==> src/rbt_pkg.sv <==
// Purpose: Shared types and constants for the registered bus transceiver.
// Assumes: One system clock; the two device clocks arrive as pin inputs.
// Notes:   Channel count and the synchroniser depth live here.
`default_nettype none
package rbt_pkg;
  localparam int unsigned NUM_CH   = 3;
  localparam int unsigned SYNC_LEN = 3;
  localparam logic [2:0]  CH_ZERO  = 3'h0;
  localparam logic [1:0]  EN_ZERO  = 2'h0;
  localparam logic [1:0]  CLK_ZERO = 2'h0;

  typedef logic [NUM_CH-1:0] rbt_ch_t;

  // Transmit data inputs for all channels, A and B sets.
  typedef struct packed {
    rbt_ch_t a;
    rbt_ch_t b;
  } rbt_data_in_t;

  // Drive of every channel's bus pin: level and output enable.
  typedef struct packed {
    rbt_ch_t o;
    rbt_ch_t oe;
  } rbt_bus_out_t;
endpackage
`default_nettype wire

==> src/rbt_transceiver.sv <==
// Purpose: Three-channel registered bus transceiver with cutoff bus outputs.
// Assumes: mclk at 125 MHz; both device clocks are slow pins sampled on mclk.
// Notes:   A rising edge of either device clock is one register update.
//          Controls are taken as level inputs held steady around that edge.
//
// Overview of operation
// - Three channels, each with one transmit and one receive register bit.
// - Transmit register holds or loads A/B data per transmit_load_enable.
// - Both bus_drive_enable inputs low, once clocked in, cut off the bus.
// - A low bus output turns its driver off, leaving the line undriven.
// - Receive registers capture bus lines gated by receive_gate_n, low active.
// - All registers update on rising edge of either clock input, or both.
`default_nettype none
module rbt_transceiver (
  // System clock and reset.
  input  wire logic                 mclk,
  input  wire logic                 rst,
  // Device clock pins.
  input  wire logic                 first_clock_input,
  input  wire logic                 second_clock_input,
  // Transmit controls and data.
  input  wire logic                 transmit_load_enable,
  input  wire logic                 data_select_b,
  input  wire rbt_pkg::rbt_data_in_t data_in,
  input  wire logic [1:0]           bus_drive_enable,
  // Receive control.
  input  wire logic                 receive_gate_n,
  // Bus lines: level seen on the wire, and this device's drive.
  input  wire rbt_pkg::rbt_ch_t     bus_line_i,
  output var  rbt_pkg::rbt_bus_out_t bus_out,
  // Receive outputs.
  output var  rbt_pkg::rbt_ch_t     receive_output
);

  // Three-stage synchronisers for the two clock pins.
  // Stage one may be metastable; only stages two and three feed logic.
  logic [rbt_pkg::SYNC_LEN-1:0] c1_sync_q, c1_sync_d;
  logic [rbt_pkg::SYNC_LEN-1:0] c2_sync_q, c2_sync_d;

  always_comb begin
    c1_sync_d = {c1_sync_q[rbt_pkg::SYNC_LEN-2:0], first_clock_input};
    c2_sync_d = {c2_sync_q[rbt_pkg::SYNC_LEN-2:0], second_clock_input};
  end

  always_ff @(posedge mclk or posedge rst) begin
    if (rst) begin
      c1_sync_q <= '0;
      c2_sync_q <= '0;
    end else begin
      c1_sync_q <= c1_sync_d;
      c2_sync_q <= c2_sync_d;
    end
  end

  // A level counts once stages two and three agree; track the filtered level.
  logic [1:0] clk_lvl_q, clk_lvl_d;
  logic       rise1, rise2, tick;

  // Returns the level that stages two and three agree on. While they differ
  // the pin is mid-transition, so the last agreed level stands.
  function automatic logic agreed(input logic [rbt_pkg::SYNC_LEN-1:0] s,
                                  input logic prev);
    agreed = (s[1] == s[2]) ? s[2] : prev;
  endfunction

  always_comb begin
    clk_lvl_d[0] = agreed(c1_sync_q, clk_lvl_q[0]);
    clk_lvl_d[1] = agreed(c2_sync_q, clk_lvl_q[1]);
    rise1 = clk_lvl_d[0] & ~clk_lvl_q[0];
    rise2 = clk_lvl_d[1] & ~clk_lvl_q[1];
    // Both pins rising together still give a single update.
    tick  = rise1 | rise2;
  end

  always_ff @(posedge mclk or posedge rst) begin
    if (rst) begin
      clk_lvl_q <= rbt_pkg::CLK_ZERO;
    end else begin
      clk_lvl_q <= clk_lvl_d;
    end
  end

  // Data and control pins are taken to be stable around device clock edges and are used
  // directly; only the bus lines are sampled by the same three-stage scheme as a single bus word.
  // The equal depth lines the bus sample up with the clock path, so the
  // receive register sees the line as it stood at the pin edge.
  logic [rbt_pkg::NUM_CH-1:0] bus_s1_q, bus_s2_q, bus_s3_q;
  logic [rbt_pkg::NUM_CH-1:0] bus_s1_d, bus_s2_d, bus_s3_d;

  always_comb begin
    bus_s1_d = bus_line_i;
    bus_s2_d = bus_s1_q;
    bus_s3_d = bus_s2_q;
  end

  always_ff @(posedge mclk or posedge rst) begin
    if (rst) begin
      bus_s1_q <= rbt_pkg::CH_ZERO;
      bus_s2_q <= rbt_pkg::CH_ZERO;
      bus_s3_q <= rbt_pkg::CH_ZERO;
    end else begin
      bus_s1_q <= bus_s1_d;
      bus_s2_q <= bus_s2_d;
      bus_s3_q <= bus_s3_d;
    end
  end

  // Device registers. One update strobe serves all three, so the transmit,
  // receive and enable bits update on the same tick, transmit only with its load and receive only with its gate.
  rbt_pkg::rbt_ch_t tx_q, tx_d, rx_q, rx_d;
  logic             en_q, en_d;

  always_comb begin
    tx_d = tx_q;
    rx_d = rx_q;
    en_d = en_q;
    if (tick) begin
      if (transmit_load_enable) begin
        tx_d = data_select_b ? data_in.b : data_in.a;
      end
      // Both enables low clears the flop; either one high sets it.
      en_d = |bus_drive_enable;
      if (!receive_gate_n) begin
        // Delayed sample: the level before this update, not the new drive.
        rx_d = bus_s3_q;
      end
    end
  end

  always_ff @(posedge mclk or posedge rst) begin
    if (rst) begin
      // Reset only gives the flops a known start; the device has none.
      tx_q <= rbt_pkg::CH_ZERO;
      rx_q <= rbt_pkg::CH_ZERO;
      en_q <= 1'b0;
    end else begin
      tx_q <= tx_d;
      rx_q <= rx_d;
      en_q <= en_d;
    end
  end

  // A low output is cutoff: the driver releases the line.
  // The enable follows the level, so a channel drives only when high.
  always_comb begin
    bus_out.o  = tx_q & {rbt_pkg::NUM_CH{en_q}};
    bus_out.oe = bus_out.o;
    receive_output = rx_q;
  end

  // Rule checks, all sampled on the system clock.
  cut_off_a: assert property (@(posedge mclk) disable iff (rst)
    !en_q |-> bus_out.oe == rbt_pkg::CH_ZERO)
    else $error("bus driven while disabled");

  en_capture_a: assert property (@(posedge mclk) disable iff (rst)
    tick && bus_drive_enable == rbt_pkg::EN_ZERO |=> !en_q)
    else $error("enable not cleared");

  low_release_a: assert property (@(posedge mclk) disable iff (rst)
    (bus_out.oe & ~bus_out.o) == rbt_pkg::CH_ZERO)
    else $error("low level driven");

  tx_load_a: assert property (@(posedge mclk) disable iff (rst)
    tick && transmit_load_enable |=>
      tx_q == ($past(data_select_b) ? $past(data_in.b) : $past(data_in.a)))
    else $error("transmit load wrong");

  tx_hold_a: assert property (@(posedge mclk) disable iff (rst)
    !(tick && transmit_load_enable) |=> $stable(tx_q))
    else $error("transmit changed without load");

  rx_capture_a: assert property (@(posedge mclk) disable iff (rst)
    tick && !receive_gate_n |=> receive_output == $past(bus_s3_q))
    else $error("receive capture wrong");

  rx_hold_a: assert property (@(posedge mclk) disable iff (rst)
    !(tick && !receive_gate_n) |=> $stable(receive_output))
    else $error("receive changed while gated");

  no_tick_a: assert property (@(posedge mclk) disable iff (rst)
    !tick |=> $stable(en_q) && $stable(tx_q) && $stable(rx_q))
    else $error("update without clock edge");

  either_clk_a: assert property (@(posedge mclk) disable iff (rst)
    rise1 || rise2 |-> tick)
    else $error("edge missed");

  tick_source_a: assert property (@(posedge mclk) disable iff (rst)
    tick |-> rise1 || rise2)
    else $error("update without pin edge");

  en_set_a: assert property (@(posedge mclk) disable iff (rst)
    tick && bus_drive_enable != rbt_pkg::EN_ZERO |=> en_q)
    else $error("enable not set");

  bus_follow_a: assert property (@(posedge mclk) disable iff (rst)
    en_q |-> bus_out.o == tx_q)
    else $error("bus level not following transmit");

  tx_drive_a: assert property (@(posedge mclk) disable iff (rst)
    en_q |-> bus_out.oe == tx_q)
    else $error("high level not driven");

  rise1_once_a: assert property (@(posedge mclk) disable iff (rst)
    rise1 |=> !rise1)
    else $error("first clock edge counted twice");

  rise2_once_a: assert property (@(posedge mclk) disable iff (rst)
    rise2 |=> !rise2)
    else $error("second clock edge counted twice");

  filter1_hold_a: assert property (@(posedge mclk) disable iff (rst)
    c1_sync_q[1] != c1_sync_q[2] |=> $stable(clk_lvl_q[0]))
    else $error("first clock level moved while unsettled");

  filter2_hold_a: assert property (@(posedge mclk) disable iff (rst)
    c2_sync_q[1] != c2_sync_q[2] |=> $stable(clk_lvl_q[1]))
    else $error("second clock level moved while unsettled");

endmodule
`default_nettype wire

==> config.mk <==
export PLATFORM = sky130hd
export DESIGN_NAME = rbt_transceiver
export DESIGN_NICKNAME = d
export VERILOG_FILES = /design/src/rbt_pkg.sv /design/src/rbt_transceiver.sv
export SDC_FILE = /design/constraint.sdc
export NUM_CORES = 1
export LEC_CHECK = 0
export BUFFER_PORTS_ARGS = -buffer_cell sky130_fd_sc_hd__buf_2
export CORE_MARGIN = 2
export CORE_UTILIZATION = 47
export CTS_CLUSTER_SIZE = 8
export DETAILED_ROUTE_END_ITERATION = 6
export PLACE_DENSITY = 0.75
export SLEW_MARGIN = 10
export SYNTH_ARGS = -nofsm -noshare
export SYNTH_HDL_FRONTEND = slang
export SYNTH_SLANG_ARGS = --single-unit
==> constraint.sdc <==
create_clock -name mclk -period 1.6 [get_ports mclk]
set_input_delay 0.08 -clock mclk [delete_from_list [all_inputs] [get_ports mclk]]
set_output_delay 0.08 -clock mclk [all_outputs]
set_load 0.05 [all_outputs]
Word-level counts from Yosys, hierarchy flattened. Index checks and enable logic that the tools add are counted.

Bits in registers: 24. Input port bits: 18. Output and inout port bits: 9. Word-level logic and storage cells: 24.

Equality and inequality tests: 2. Muxes and demuxes: 3. Bitwise logic cells: 7. Reduce and logical (&&, ||, !) cells: 3.

Operators with widths (number): AND reduction 2 bit (2); bitwise AND 3 bit (1); 2-to-1 mux 3 bit (1); NOT 1 bit (3); bitwise AND 1 bit (2); equality test 1 bit (2); 2-to-1 mux 1 bit (2); OR reduction 2 bit (1); bitwise OR 1 bit (1).

Depth between registers and ports, before layout.
Depth in word-level cells: 5. Mapped depth: 3. Depth with buffers taken out: 3.

Worst setup path after synthesis. OpenSTA, ideal clock, no wires.

Path kind: register to register. From: register c2_sync_q[2] in the netlist's numbering. To: register tx_q[0]. Library setup time: 0.125 ns. Arrival: 1.077 ns. Data required time: 1.475 ns. Path slack: 0.398 ns. Cell stages (with the launch flop): 4. Buffers on the path: 0. Clock period less this slack: 1.202 ns. Path through: dfrtp_1 and3b_1 o21ai_2 mux2_2.

Longest elaborated chain between the ends: 5.

RTL lines: from (decl) (RTL line rbt_transceiver.sv:38) `logic [rbt_pkg::SYNC_LEN-1:0] c2_sync_q, c2_sync_d;`; from (signal assigned) (RTL line rbt_transceiver.sv:51) `c2_sync_q <= c2_sync_d;`; equality test 1 bit (RTL line rbt_transceiver.sv:63) `agreed = (s[1] == s[2]) ? s[2] : prev;`; 2-to-1 mux 1 bit * (RTL line rbt_transceiver.sv:63); bitwise AND 1 bit * (RTL line rbt_transceiver.sv:70) `rise2 = clk_lvl_d[1] & ~clk_lvl_q[1];`; bitwise OR 1 bit * (RTL line rbt_transceiver.sv:72) `tick = rise1 | rise2;`; AND reduction 2 bit (no source line) *; to (signal assigned) (RTL line rbt_transceiver.sv:133) `tx_q <= rbt_pkg::CH_ZERO;`; to (signal assigned) (RTL line rbt_transceiver.sv:137) `tx_q <= tx_d;`; to (decl) (RTL line rbt_transceiver.sv:110) `rbt_pkg::rbt_ch_t tx_q, tx_d, rx_q, rx_d;`.

Every way passes the cells marked *; elsewhere a longest branch is shown, timed or not. A chain may end at the register's enable or synchronous reset.

Worst setup path after layout.
From: register clk_lvl_q[1]. To: register rx_q[1], in the netlist receive_output[1].

Longest elaborated chain between the ends: 4. Elaborated cells on any way between the ends: 5. Those cells by class: mux: 1; bitwise: 3; reduce/logical: 1.

RTL lines: from (decl) (RTL line rbt_transceiver.sv:56) `logic [1:0] clk_lvl_q, clk_lvl_d;`; from (signal assigned) (RTL line rbt_transceiver.sv:77) `clk_lvl_q <= rbt_pkg::CLK_ZERO;`; from (signal assigned) (RTL line rbt_transceiver.sv:79) `clk_lvl_q <= clk_lvl_d;`; 2-to-1 mux 1 bit or NOT 1 bit (tied branches) (RTL line rbt_transceiver.sv:63, rbt_transceiver.sv:70); bitwise AND 1 bit * (RTL line rbt_transceiver.sv:70); bitwise OR 1 bit * (RTL line rbt_transceiver.sv:72); AND reduction 2 bit (no source line) *; to (signal assigned) (RTL line rbt_transceiver.sv:134) `rx_q <= rbt_pkg::CH_ZERO;`; to (signal assigned) (RTL line rbt_transceiver.sv:138) `rx_q <= rx_d;`; to (decl) (RTL line rbt_transceiver.sv:110).

Marked as above.

==> impl_metrics.yaml <==
routing:
  wirelength_um: 1220
  drt_iter0_markers: 1
  via_count: 500
  viasPerCell: 4.85
  first_pass_iters: 2
  wl_per_cell_um: 11.8
  ant_nets: 0
  drc: 0
timing:
  rsz0062_at_grt: "no"
  finalSetupTns_ns: 0
  setup_viol: 0
  setup_ws_ns: 0.303
  max_freq_ghz: 0.771
  relSlewSlack: 0.812
  period_share: 0.811
  clock_skew_ns: 0.00638
  hold_slack_ns: 0.0504
  hold_viol: 0
  min_period_ns: 1.30
  worst_pin_slew_ns: 0.282
  slew_violations: 0
clocking:
  cts_root_buf: "clkbuf_4"
  cts_buffers: 3
  cts_max_level: 1
  cts.sinks: 24
  clk_pin_slew_ns: 0.12
  cts_setup_buffers: 0
  cts_tree: "built"
  clock_latency_ns: 0.30
  cts_buffer_depth: 2
power_and_ir_drop:
  pwr-share-clk: 0.214
  power.share.sequential: 0.510
  power.net_switching_mw: 0.449
  p_total_mw: 1.38
  comb_power_share: 0.276
  switching_share: 0.325
  ir_drop_uv: 829
  pwr_density_cell_nw_per_um2: 1300
  p_int_mw: 0.933
  p_leak_nw: 0.520
synthesis:
  yosysWarnings: 0
  synth_cell_types: 13
  ys_top_cells_by_area: "dfrtp_1 72%, mux2_2 12%, buf_4 2.7%"
  yosys_most_used_dff: "dfrtp_1"
  syn_area_per_cell_sq_um: 16.0
  syn_nets: 70
  netlist.area_leader.share: 0.720
  netlist_top_cells_count: "24 x dfrtp_1, 9 x mux2_2, 3 x and2_1, 3 x buf_4"
  synthArstFlopShare: 1.00
  yosysMostFrequentCell: "dfrtp_1"
  ys_seq_area_frac: 0.720
  synth-seq-cells: 24
  synth-edff-count: 0
  yosysTopAreaCell: "dfrtp_1"
  syn_inst: 52
  syn_area_sq_um: 835
die:
  fp.dieW_um: 46.1
  core_area_sq_um: 1690
  die_y_um: 46.1
  io_pins: 27
  initial_core_util: 0.494
  dieArea_sq_um: 2130
  row_count: 15
critical_path:
  crit_arrival_ns: 1.49
  timing.rr.start: "clk_lvl_q[1]"
  crit_path_start_kind: "register"
  criticalPathCategory: "reg2reg"
  cp-startpoint: "clk_lvl_q[1]"
  slowest_delay_ns: 0.41
  cp.required_ns: 1.79
  crit_chain: "nand3b_1 -> a21oi_2 -> mux2_2"
  cp_slowest_cell: "dfrtp_1"
  crit_fanout: 3
  end_kind: "register"
global_route:
  antenna_found_initial: 0
  grt_pass1_wl_um: 1840
  overflow: 0
  first_global_vias: 451
  grt_max_degree: 25
  groute.usage.overall: 0.128
final_layout:
  fillCellCount: 131
  final_util: 0.632
  final_design_area_no_fill_sq_um: 1070
  fin_nets: 105
  drive_gt1_frac: 0.488
  finalNonFillerCells: 103
  antenna_cells: 0
  synthToLayoutAreaGrowth_pct: 27.9
run_status:
  status: "finished clean"
placement:
  pre_cts_ws_ns: 0.307
  dp.cells: 93
  port_buffers: 26
  placed_area_sq_um: 971
  place_congestion: 0.656
job:
  drv_cap: 0
min_path:
  worst_hold_path_type: "in2reg"
  min_from: "bus_drive_enable[0]"
## repair_timing
item	4_1_cts	5_1_grt
resized for setup	0	0
hold endpoints to repair	29	0
hold buffers	6	0
## registers in the layout (all words and copies together) (netlist names)
name / count
en_q: 1
c1_sync_q: 3
tx_q: 3
bus_s1_q: 3
bus_s3_q: 3
bus_s2_q: 3
c2_sync_q: 3
receive_output: 3
clk_lvl_q: 2
## critical path, delay by kind of cell, from the launching register on
kind / cells / cell delay (ns)
compound gates: 1 / 0.23
flops: 1 / 0.41
mux: 1 / 0.36
simple gates: 1 / 0.20
## final timing paths
check | to | slack (ns) | depth (start not counted)
setup / recovery | receive_output[1] | 0.30 | 3
hold / removal | en_q | 0.05 | 3
setup reg to reg | receive_output[1] | 0.30 | 3
hold reg to reg | bus_s3_q[2] | 0.36 | 0
max in group asynchronous | bus_s3_q[1] | 1.02 | 4
min in group asynchronous | clk_lvl_q[0] | 0.35 | 4
## layout make-up
| type | count | area [sq um] | share of cell area |
|---|---|---|---|
| clock buffer | 4 | 36.3 | 0.0340 |
| inverter | 1 | 3.75 | 0.00352 |
| multi-input combinational | 24 | 208 | 0.195 |
| sequential | 24 | 601 | 0.563 |
| tap | 17 | 21.3 | 0.0199 |
| timing repair buffer | 33 | 198 | 0.185 |
## logic make-up (layout without fill, tap and decap cells)
| family | Yosys count | count (layout) | synth area share |
|---|---|---|---|
| flops | 24 | 24 | 0.720 |
| fa+ha+maj | 2 | 2 | 0.0240 |
| mux | 9 | 9 | 0.121 |
| compound gates | 3 | 3 | 0.0270 |
| buf+inv | 4 | 38 | 0.0315 |
| simple gates | 10 | 10 | 0.0765 |
## cell usage in the layout (no fill, tap or decap)
| master | Yosys | layout |
|---|---|---|
| nand3b_1 | 2 | 2 |
| clkbuf_4 | 0 | 3 |
| buf_4 | 3 | 1 |
| clkbuf_8 | 0 | 1 |
| nor2_1 | 2 | 2 |
| and2_1 | 3 | 3 |
| nand3_1 | 1 | 1 |
| o21ai_2 | 1 | 1 |
| dfrtp_1 | 24 | 24 |
| mux2_2 | 9 | 9 |
| dlygate4sd3_1 | 0 | 6 |
| maj3_1 | 2 | 2 |
| and3b_1 | 2 | 2 |
| o21ai_0 | 1 | 1 |
| buf_2 | 0 | 26 |
| a21oi_2 | 1 | 1 |
| inv_1 | 1 | 1 |
## power by group through the flow
| stage | Combinational, mW | Sequential (mW) | Clock [mW] |
|---|---|---|---|
| floorplan | 0.243 | 0.780 | 0 |
| CTS | 0.385 | 0.707 | 0.305 |
| finish | 0.381 | 0.705 | 0.296 |
| detailed placement | 0.374 | 0.720 | 0 |
| global placement | 0.369 | 0.716 | 0 |
| global route | 0.402 | 0.716 | 0.334 |
## routing by layer
metal | global-route usage | part of all wire | vias to the layer above
met5 | 0 | 0 | -
met4 | 0.0686 | 0.011 | 0
met3 | 0.0275 | 0.048 | 2
met2 | 0.222 | 0.57 | 13
met1 | 0.145 | 0.36 | 245
li1 | - | - | 240
No activity file was read; power rests on OpenSTA's default activity.
